## src/core/rde_pkg.sv

```systemverilog
// Shared constants for the ring DMA error handling block
package rde_pkg;
  // Internal error status bit positions
  localparam int IE_OVERRUN = 0;
  localparam int IE_UNDERRUN = 1;
  localparam int IE_TXPAR = 2;
  localparam int IE_MACHS = 3;
  localparam int IE_MEMOVR = 4;
  localparam int IE_PORTB = 5;
  localparam int IE_PORTA = 6;
  localparam int IE_WIDTH = 7;
  localparam logic [6:0] IE_RESET = 7'h00;
  // Port error codes written into indications
  localparam logic [2:0] PERR_NONE = 3'h0;
  localparam logic [2:0] PERR_PAR_DATA = 3'h2;
  localparam logic [2:0] PERR_PAR_ADDR = 3'h6;
  localparam logic [2:0] PERR_PAR_LATE = 3'h7;
  // Indication length in bytes
  localparam int IND_BYTES = 8;
  localparam logic [3:0] IND_BYTES_M1 = 4'h7;
  localparam int NUM_RINGS = 4;
  typedef enum logic [1:0] {
    RDE_RING_STOPPED = 2'b00,
    RDE_RING_READY = 2'b01,
    RDE_RING_EMPTY = 2'b10,
    RDE_RING_FETCH = 2'b11
  } rde_ring_state_t;
endpackage

```

## src/core/rde_sticky_reg.sv

```systemverilog
`timescale 1ns/1ps
// Bank of sticky flags: hardware sets, host clears, set wins
module rde_sticky_reg #(
  parameter int WIDTH = 7
) (
  input wire logic mclk,
  input wire logic rstN,
  input wire logic [WIDTH-1:0] setVec,
  input wire logic [WIDTH-1:0] clrVec,
  output logic [WIDTH-1:0] flags
);
  logic [WIDTH-1:0] flags_r;
  logic [WIDTH-1:0] flags_nxt;

  // Set beats clear so an event in the clearing cycle survives
  assign flags_nxt = (flags_r & ~clrVec) | setVec;
  assign flags = flags_r;

  always_ff @(posedge mclk or negedge rstN) begin
    if (!rstN) begin
      flags_r <= '0;
    end else begin
      flags_r <= flags_nxt;
    end
  end
endmodule // rde_sticky_reg

```

## src/core/rde_ring_ctl.sv

```systemverilog
`timescale 1ns/1ps
// One descriptor ring: state, parity and operation error flags
module rde_ring_ctl (
  input wire logic mclk,
  input wire logic rstN,
  input wire logic ringDefine,
  input wire logic ringReadyAccess,
  input wire logic stopCmd,
  input wire logic fetchStart,
  input wire logic fetchDone,
  input wire logic fetchParityErr,
  input wire logic operationErr,
  output rde_pkg::rde_ring_state_t ringState,
  output logic ringParityFlag,
  output logic ringOperationErrorFlag,
  output logic ringErrEvent,
  output logic fetchAllowed,
  output logic loadDescriptor
);
  rde_pkg::rde_ring_state_t state_r;
  rde_pkg::rde_ring_state_t state_nxt;
  logic par_r;
  logic opErr_r;
  wire inFetch = (state_r == rde_pkg::RDE_RING_FETCH);
  wire fault = inFetch && (fetchParityErr || operationErr);
  wire reArm = ringDefine || ringReadyAccess;

  // Fetch only in the ready state; a ring ready access reaches it even without a define
  assign fetchAllowed = (state_r == rde_pkg::RDE_RING_READY);
  // A faulty descriptor never enters the ring FIFO; pointer stays put
  assign loadDescriptor = inFetch && fetchDone && !fault;
  assign ringErrEvent = fault;
  assign ringState = state_r;
  assign ringParityFlag = par_r;
  assign ringOperationErrorFlag = opErr_r;

  // Ring state sequencing
  always_comb begin
    state_nxt = state_r;
    unique case (state_r)
      rde_pkg::RDE_RING_STOPPED: begin
        if (ringReadyAccess) state_nxt = rde_pkg::RDE_RING_READY;
      end
      rde_pkg::RDE_RING_READY: begin
        if (fetchStart) state_nxt = rde_pkg::RDE_RING_FETCH;
      end
      rde_pkg::RDE_RING_FETCH: begin
        if (fault) state_nxt = rde_pkg::RDE_RING_EMPTY;
        else if (fetchDone) state_nxt = rde_pkg::RDE_RING_READY;
      end
      rde_pkg::RDE_RING_EMPTY: begin
        if (ringReadyAccess) state_nxt = rde_pkg::RDE_RING_READY;
      end
    endcase
    if (stopCmd) state_nxt = rde_pkg::RDE_RING_STOPPED;
    else if (ringDefine) state_nxt = rde_pkg::RDE_RING_STOPPED;
  end

  always_ff @(posedge mclk or negedge rstN) begin
    if (!rstN) begin
      state_r <= rde_pkg::RDE_RING_STOPPED;
    end else begin
      state_r <= state_nxt;
    end
  end

  // Flags cleared only by redefinition or ring ready; a new fault wins
  always_ff @(posedge mclk or negedge rstN) begin
    if (!rstN) begin
      par_r <= 1'b0;
      opErr_r <= 1'b0;
    end else begin
      par_r <= (inFetch && fetchParityErr) || (par_r && !reArm);
      opErr_r <= (inFetch && operationErr) || (opErr_r && !reArm);
    end
  end
endmodule // rde_ring_ctl

```

## src/core/rde_error_top.sv

```systemverilog
`timescale 1ns/1ps
// Error detection and recovery for a descriptor-ring frame DMA interface
// Notes on behaviour
// - Controller timeout on receive sets overrun, clears both receive enables, aborts receive.
// - Controller timeout on transmit sets underrun, aborts frame with error, clears enable.
// - Internal memory parity error on transmit sets flag, aborts frame, clears enable.
// - MAC handshake error sets flag, aborts receive, resynchronises on the next frame.
// - Internal memory overflow sets memory overrun flag; host must fix setup and reset.
// - Parity error toward system bus sets the port A or port B flag.
// - Port parity on transmit data stops loading, marks error frame, aborts if sending.
// - After transmit data parity, write error indication and keep processing the ring.
// - Transmit indication reports parity abort with parity flag and parity error code.
// - Port-aborted transfer sets indication error bit and a parity cause code.
// - Descriptor parity stops fetch; descriptor not loaded; read pointer unchanged.
// - Descriptor parity empties ring, sets parity, not-ready and ring-error status.
// - Host write with bad parity is ignored and sets host access parity flag.
// - Command extension written with bad parity discards the following command.
// - Parity error on destination ring access sets destination ring error flag.
// - Ring parity flag set on entry read error; cleared by redefine or ready.
// - Ring operation error flag set on port or marker error; same clearing.
// - Receive descriptor fetch starts only once the ring is defined and ready; the code needs only the ready state, even without a define.
// - Each receive indication written back is eight bytes long.
module rde_error_top (
  input wire logic mclk,
  input wire logic reset_n,
  // Event inputs from the data paths
  input wire logic rxCtrlTimeout,
  input wire logic txCtrlTimeout,
  input wire logic txMemParityErr,
  input wire logic macHandshakeErr,
  input wire logic rxFrameStart,
  input wire logic memOverflow,
  input wire logic portARxParityErr,
  input wire logic portBRxParityErr,
  input wire logic txPortParityErr,
  input wire logic txOnLine,
  input wire logic dmaPortErr,
  input wire logic dmaPortParityLate,
  input wire logic destRingParityErr,
  // Host access side
  input wire logic hostWrite,
  input wire logic hostWriteParityErr,
  input wire logic hostExtWrite,
  input wire logic hostCmdWrite,
  input wire logic [rde_pkg::IE_WIDTH-1:0] ieClear,
  input wire logic clrRingErr,
  input wire logic clrRingNotReady,
  input wire logic clrHostParity,
  input wire logic clrDestRing,
  input wire logic rxEnableSet,
  input wire logic txEnableSet,
  // Receive ring control
  input wire logic ringDefine,
  input wire logic ringReadyAccess,
  input wire logic stopCmd,
  input wire logic fetchStart,
  input wire logic fetchDone,
  input wire logic fetchParityErr,
  input wire logic operationErr,
  input wire logic indStart,
  // Outputs
  output logic [rde_pkg::IE_WIDTH-1:0] internalErrorStatus,
  output logic receiveEnableBitOne,
  output logic receiveEnableBitTwo,
  output logic transmitEnableBit,
  output logic receiveAbortSignal,
  output logic txFrameAbort,
  output logic txStopLoad,
  output logic txErrorFrame,
  output logic txIndWrite,
  output logic framePartityAbortFlag,
  output logic [2:0] txPortErrCode,
  output logic transferErrorBit,
  output logic [2:0] dmaPortErrCode,
  output logic ringNotReadyFlag,
  output logic ringErrorFlag,
  output logic hostAccessParityFlag,
  output logic destinationRingErrorFlag,
  output logic hostWriteAccept,
  output logic hostCmdAccept,
  output logic [1:0] ringState,
  output logic ringParityFlag,
  output logic ringOperationErrorFlag,
  output logic fetchAllowed,
  output logic loadDescriptor,
  output logic indByteValid,
  output logic [3:0] indByteIndex
);
  localparam int IW = rde_pkg::IE_WIDTH;

  // Reset release synchroniser
  logic rstMeta_r;
  logic rstN;
  always_ff @(posedge mclk or negedge reset_n) begin
    if (!reset_n) begin
      rstMeta_r <= 1'b0;
      rstN <= 1'b0;
    end else begin
      rstMeta_r <= 1'b1;
      rstN <= rstMeta_r;
    end
  end

  // Internal error status events
  logic [IW-1:0] ieSet;
  always_comb begin
    ieSet = rde_pkg::IE_RESET;
    ieSet[rde_pkg::IE_OVERRUN] = rxCtrlTimeout;
    ieSet[rde_pkg::IE_UNDERRUN] = txCtrlTimeout;
    ieSet[rde_pkg::IE_TXPAR] = txMemParityErr;
    ieSet[rde_pkg::IE_MACHS] = macHandshakeErr;
    ieSet[rde_pkg::IE_MEMOVR] = memOverflow;
    ieSet[rde_pkg::IE_PORTA] = portARxParityErr;
    ieSet[rde_pkg::IE_PORTB] = portBRxParityErr;
  end

  // Sticky until the host clears; set wins a same-cycle clear
  rde_sticky_reg #(.WIDTH(IW)) uErrStat (
    .mclk(mclk),
    .rstN(rstN),
    .setVec(ieSet),
    .clrVec(ieClear),
    .flags(internalErrorStatus)
  );

  // Status register flags: ring not ready, ring error, host parity, dest ring
  wire hostParityEvt = hostWrite && hostWriteParityErr;
  wire ringErrEvt;
  logic [3:0] srSet;
  logic [3:0] srClr;
  logic [3:0] srFlags;
  assign srSet = {destRingParityErr, hostParityEvt, ringErrEvt, ringErrEvt};
  assign srClr = {clrDestRing, clrHostParity, clrRingErr, clrRingNotReady};
  rde_sticky_reg #(.WIDTH(4)) uSr (
    .mclk(mclk),
    .rstN(rstN),
    .setVec(srSet),
    .clrVec(srClr),
    .flags(srFlags)
  );
  assign ringNotReadyFlag = srFlags[0];
  assign ringErrorFlag = srFlags[1];
  assign hostAccessParityFlag = srFlags[2];
  assign destinationRingErrorFlag = srFlags[3];

  // Bad-parity host writes are dropped outright
  assign hostWriteAccept = hostWrite && !hostWriteParityErr;

  // A bad command extension poisons the next command write
  logic extBad_r;
  always_ff @(posedge mclk or negedge rstN) begin
    if (!rstN) begin
      extBad_r <= 1'b0;
    end else if (hostExtWrite) begin
      extBad_r <= hostWriteParityErr;
    end else if (hostCmdWrite) begin
      extBad_r <= 1'b0;
    end
  end
  assign hostCmdAccept = hostCmdWrite && !hostWriteParityErr && !extBad_r;

  // Enable bits: host sets, errors clear; the error wins
  logic re1_r;
  logic re2_r;
  logic txEn_r;
  wire rxKill = rxCtrlTimeout;
  wire txKill = txCtrlTimeout || txMemParityErr;
  always_ff @(posedge mclk or negedge rstN) begin
    if (!rstN) begin
      re1_r <= 1'b0;
      re2_r <= 1'b0;
      txEn_r <= 1'b0;
    end else begin
      re1_r <= !rxKill && (re1_r || rxEnableSet);
      re2_r <= !rxKill && (re2_r || rxEnableSet);
      txEn_r <= !txKill && (txEn_r || txEnableSet);
    end
  end
  assign receiveEnableBitOne = re1_r;
  assign receiveEnableBitTwo = re2_r;
  assign transmitEnableBit = txEn_r;

  // Receive abort pulse; handshake error resyncs at next frame start
  logic rxAbort_r;
  logic resync_r;
  always_ff @(posedge mclk or negedge rstN) begin
    if (!rstN) begin
      rxAbort_r <= 1'b0;
      resync_r <= 1'b0;
    end else begin
      // While resynchronising the frame is already dropped, so a repeat handshake error gives no second abort; an rx timeout still aborts
      rxAbort_r <= rxCtrlTimeout || (macHandshakeErr && !resync_r);
      resync_r <= macHandshakeErr || (resync_r && !rxFrameStart);
    end
  end
  assign receiveAbortSignal = rxAbort_r;

  // Transmit frame error handling and indication
  logic txAbort_r;
  logic txStop_r;
  logic txInd_r;
  logic parAbort_r;
  logic [2:0] txCode_r;
  wire txPortAbort = txPortParityErr && txOnLine;
  always_ff @(posedge mclk or negedge rstN) begin
    if (!rstN) begin
      txAbort_r <= 1'b0;
      txStop_r <= 1'b0;
      txInd_r <= 1'b0;
      parAbort_r <= 1'b0;
      txCode_r <= rde_pkg::PERR_NONE;
    end else begin
      txAbort_r <= txCtrlTimeout || txMemParityErr || txPortAbort;
      txStop_r <= txPortParityErr;
      txInd_r <= txPortParityErr || txCtrlTimeout;
      if (txPortParityErr) begin
        parAbort_r <= 1'b1;
        txCode_r <= txOnLine ? rde_pkg::PERR_PAR_LATE : rde_pkg::PERR_PAR_DATA;
      end else if (txCtrlTimeout) begin
        parAbort_r <= 1'b0;
        txCode_r <= rde_pkg::PERR_NONE;
      end
    end
  end
  assign txFrameAbort = txAbort_r;
  assign txStopLoad = txStop_r;
  assign txErrorFrame = txStop_r;
  assign txIndWrite = txInd_r;
  assign framePartityAbortFlag = parAbort_r;
  assign txPortErrCode = txCode_r;

  // DMA transfer indication error reporting
  logic xferErr_r;
  logic [2:0] dmaCode_r;
  always_ff @(posedge mclk or negedge rstN) begin
    if (!rstN) begin
      xferErr_r <= 1'b0;
      dmaCode_r <= rde_pkg::PERR_NONE;
    end else if (dmaPortErr) begin
      xferErr_r <= 1'b1;
      dmaCode_r <= dmaPortParityLate ? rde_pkg::PERR_PAR_LATE : rde_pkg::PERR_PAR_DATA;
    end else if (indStart) begin
      xferErr_r <= 1'b0;
      dmaCode_r <= rde_pkg::PERR_NONE;
    end
  end
  assign transferErrorBit = xferErr_r;
  assign dmaPortErrCode = dmaCode_r;

  // Receive ring
  rde_pkg::rde_ring_state_t ringStateE;
  rde_ring_ctl uRing (
    .mclk(mclk),
    .rstN(rstN),
    .ringDefine(ringDefine),
    .ringReadyAccess(ringReadyAccess),
    .stopCmd(stopCmd),
    .fetchStart(fetchStart),
    .fetchDone(fetchDone),
    .fetchParityErr(fetchParityErr),
    .operationErr(operationErr),
    .ringState(ringStateE),
    .ringParityFlag(ringParityFlag),
    .ringOperationErrorFlag(ringOperationErrorFlag),
    .ringErrEvent(ringErrEvt),
    .fetchAllowed(fetchAllowed),
    .loadDescriptor(loadDescriptor)
  );
  assign ringState = ringStateE;

  // Indication writer: eight byte beats per receive indication
  logic indBusy_r;
  logic [3:0] indCnt_r;
  always_ff @(posedge mclk or negedge rstN) begin
    if (!rstN) begin
      indBusy_r <= 1'b0;
      indCnt_r <= 4'h0;
    end else if (!indBusy_r) begin
      indBusy_r <= indStart;
      indCnt_r <= 4'h0;
    end else begin
      indBusy_r <= (indCnt_r != rde_pkg::IND_BYTES_M1);
      indCnt_r <= indCnt_r + 4'h1;
    end
  end
  assign indByteValid = indBusy_r;
  assign indByteIndex = indCnt_r;
endmodule // rde_error_top

```

## config.mk

```make
export PLATFORM = sky130hd
export DESIGN_NAME = rde_error_top
export DESIGN_NICKNAME = d
export VERILOG_FILES = /design/src/core/rde_pkg.sv /design/src/core/rde_sticky_reg.sv /design/src/core/rde_ring_ctl.sv /design/src/core/rde_error_top.sv
export SDC_FILE = /design/constraint.sdc
export NUM_CORES = 1
export LEC_CHECK = 0
export BUFFER_PORTS_ARGS = -buffer_cell sky130_fd_sc_hd__buf_2
export CAP_MARGIN = 20
export CELL_PAD_IN_SITES_DETAIL_PLACEMENT = 0
export CELL_PAD_IN_SITES_GLOBAL_PLACEMENT = 1
export CORE_ASPECT_RATIO = 0.8
export CORE_UTILIZATION = 34
export DETAILED_ROUTE_END_ITERATION = 8
export PLACE_DENSITY_LB_ADDON = 0.1
export SYNTH_ARGS = -nofsm -noshare
export SYNTH_HDL_FRONTEND = slang
export SYNTH_HIERARCHICAL = 1
export SYNTH_SLANG_ARGS = --single-unit
```

## constraint.sdc

```tcl
create_clock -name mclk -period 2.14 [get_ports mclk]
set_input_delay 0.214 -clock mclk [delete_from_list [all_inputs] [get_ports mclk]]
set_output_delay 0.214 -clock mclk [all_outputs]
set_load 0.005 [all_outputs]
```

==> results.cfg <==
[run_status]
status = completed

[logic_synthesis]
yosys-top-cells-area = dfrtp_1, a21o_1, inv_1
synth.avg_cell_area_sq_um = 12.1
synth.largest_area_cell = dfrtp_1
synth.top_cell.area_share_pct = 64.5
ys_seq_elements = 35
syn-num-nets = 153
synthDistinctLibCells = 26
ys_seq_area_share_pct = 64.5
yosysMostFrequentCell = dfrtp_1
synthFlopType = dfrtp_1
synthesis.area_sq_mm = 0.00136
synth_edf_count = 0
yosysWarningCount = 6
synthTopCellsByCount = dfrtp_1, inv_1, a21o_1, nor2_1, buf_4
syn_inst = 112
async_reset_ff_share_pct = 100

[setup_path]
worstPathRequired_ns = 1.93
crit_family = flip-flops
r2r_slack_ns = 1.06
r2r_start = uRing/ringState[0]
critPathMaxFanout = 8
cp-end-kind = output pin
slowest_stage = dfrtp_1
startpoint_type = flop
cp_cell_sequence = nand2_2, nor4b_4, buf_2
arrival_ns = 1.31
reg2reg_depth = 3
path_buf_inv = 1
r2r_end = uRing/ringState[1]
critical_path_class = flop to output pin
max_stage_delay_ns = 0.47

[global_route]
grt.total_usage_pct = 13.2
grt_pass1_vias = 942
grt_pass1_wl_microns = 4050
grt_max_degree = 18
antenna_found_initial = 0
overflow = 0

[sta]
timing.fmax_mhz = 657
worst_pin_slew_ns = 0.720
final.setup.worst_slack_ns = 0.619
min_period_ns = 1.52
max-slew-margin-rel_pct = 52.0
skew_ns = 0.00584
grt_setup_unrepaired = no
fin_setup_tns_ns = 0
hold_viol_final = 0
setup_viol_count_final = 0
fin_crit_sh_pct = 71.1
slew_violations = 0

[layout]
diodes = 0
area_delta_synth_final_pct = 40.1
fill_cells = 373
nets = 236
drive_gt1_share_pct = 46.7

[clock_network]
clock_path_buffers = 2
post_cts_resized = 0
cts_tree = yes
cts.sinks = 35
cts_root_buf = clkbuf_8
cts_buffers = 5
htreeDepth = 2
clkTransAtPathRegs_ns = 0.07
worstSkewPairLatency_ns = 0.28

[power_and_ir_drop]
powerDensity_mw_per_mm2 = 822
ir_worst_vdd_v = 0.000302
leakagePower_nw = 1.08

[die]
die_h_microns = 58.5
std_cell_rows = 20
initial_core_util_pct = 35.7
io_pins = 80
fp.coreArea_sq_mm = 0.00380
die_x_microns = 72.6
fp.dieArea_sq_mm = 0.00425

[drt]
wire_per_inst_microns = 10.9
wl_microns = 2720
drc_errors = 0
drt_iter0_drc = 45
drt-vias-per-instance = 4.34
first_pass_iters = 4
num_vias = 1086
ant_nets = 0

[job]
drv_cap = 0

[hold_path]
hold_class = input pin to flop
holdCritStartpoint = txPortParityErr
holdPathEnd = txErrorFrame
worstHoldPathCells = 1

[place]
dp_slack_ns = 0.919
portBuffers = 79
globalplace.congestion = 0.701
place_hpwl_microns = 2150
[routing by layer]
layer  vias up  GRT usage, %  share of wire [%]
met3         5          4.45                8.6
met2        51          21.4                 46
li1        523             -                  -
met1       507          15.5                 44
met5         -             0                  0
met4         0          7.56                1.6
[timing repair]
item | 4_1_cts | 5_1_grt
hold endpoints to repair | 2 | 0
hold buffers | 1 | 0
buffers inserted | 0 | 0
[logic make-up after synthesis]
kind of cell,share of synthesized area (%)
xor+xnor,0.645
compound gates,13.5
buf+inv,6.91
simple gates,12.5
mux,0.737
fa+ha+maj,0.922
flops,64.5
other cells,0.276
[sequential cells by signal (all words and copies together) (netlist names), 2 cells and up]
| register | flops |
|---|---|
| uSr/flags | 4 |
| uErrStat/flags | 7 |
| indByteIndex | 4 |
| uRing/ringState | 2 |
| txPortErrCode | 2 |
| dmaPortErrCode | 2 |
[where the power goes]
group | total, mW | internal (mW) | switching [mW]
clock network | 0.461 | 0.252 | 0.209
logic | 0.291 | 0.169 | 0.122
registers | 0.811 | 0.741 | 0.0695
[layout by cell type, fill, tap and decap left out, types with 2 or more instances in the layout]
cell type,synthesis,routed
inv_1,15,15
and2_1,3,3
a21o_1,14,14
a32o_1,2,2
nand2b_1,2,2
dfrtp_1,35,35
nor2b_1,3,3
clkbuf_8,0,6
buf_2,0,79
nand2_1,4,4
nor2_1,11,11
nor4_1,2,2
a22o_1,2,2
[how the worst max path moves through the flow]
stage               slack, ns  cells after the start           endpoint          startpoint
finish                   0.62                      3     loadDescriptor  uRing/ringState[0]
detailed placement       0.92                      3     loadDescriptor  uRing/ringState[0]
CTS                      0.61                      3     loadDescriptor  uRing/ringState[0]
global route             0.51                      3     loadDescriptor  uRing/ringState[0]
floorplan                1.09                      0  dmaPortErrCode[0]                rstN
global placement          1.0                      3     loadDescriptor  uRing/ringState[0]
[per-stage QoR]
step | util [%] | cells | instance area, sq um | hold WS, ns | power (mW)
final | 50.0 | 250 | 1900 | 0.0811 | 1.56
after global routing | 50.0 | 250 | 1900 | 0.0700 | 1.66
after CTS | 50.0 | 250 | 1900 | 0.0684 | 1.59
after detailed placement | 47.4 | 242 | 1800 | -0.000230 | 1.12
after global placement | 47.4 | 242 | 1800 | -0.000205 | 1.10
after floorplan | - | 112 | 1360 | -0.0816 | 0.965
[layout make-up]
class / instances / area, sq um / share of cell area, %
tap: 55 / 68.8 / 3.62
multi-input combinational: 57 / 388 / 20.4
timing repair buffer: 81 / 425 / 22.4
clock buffer: 6 / 82.6 / 4.34
inverter: 15 / 56.3 / 2.96
clock inverter: 1 / 5.00 / 0.263
sequential: 35 / 876 / 46.1
Note: power is estimated with default switching activity, not from simulation.
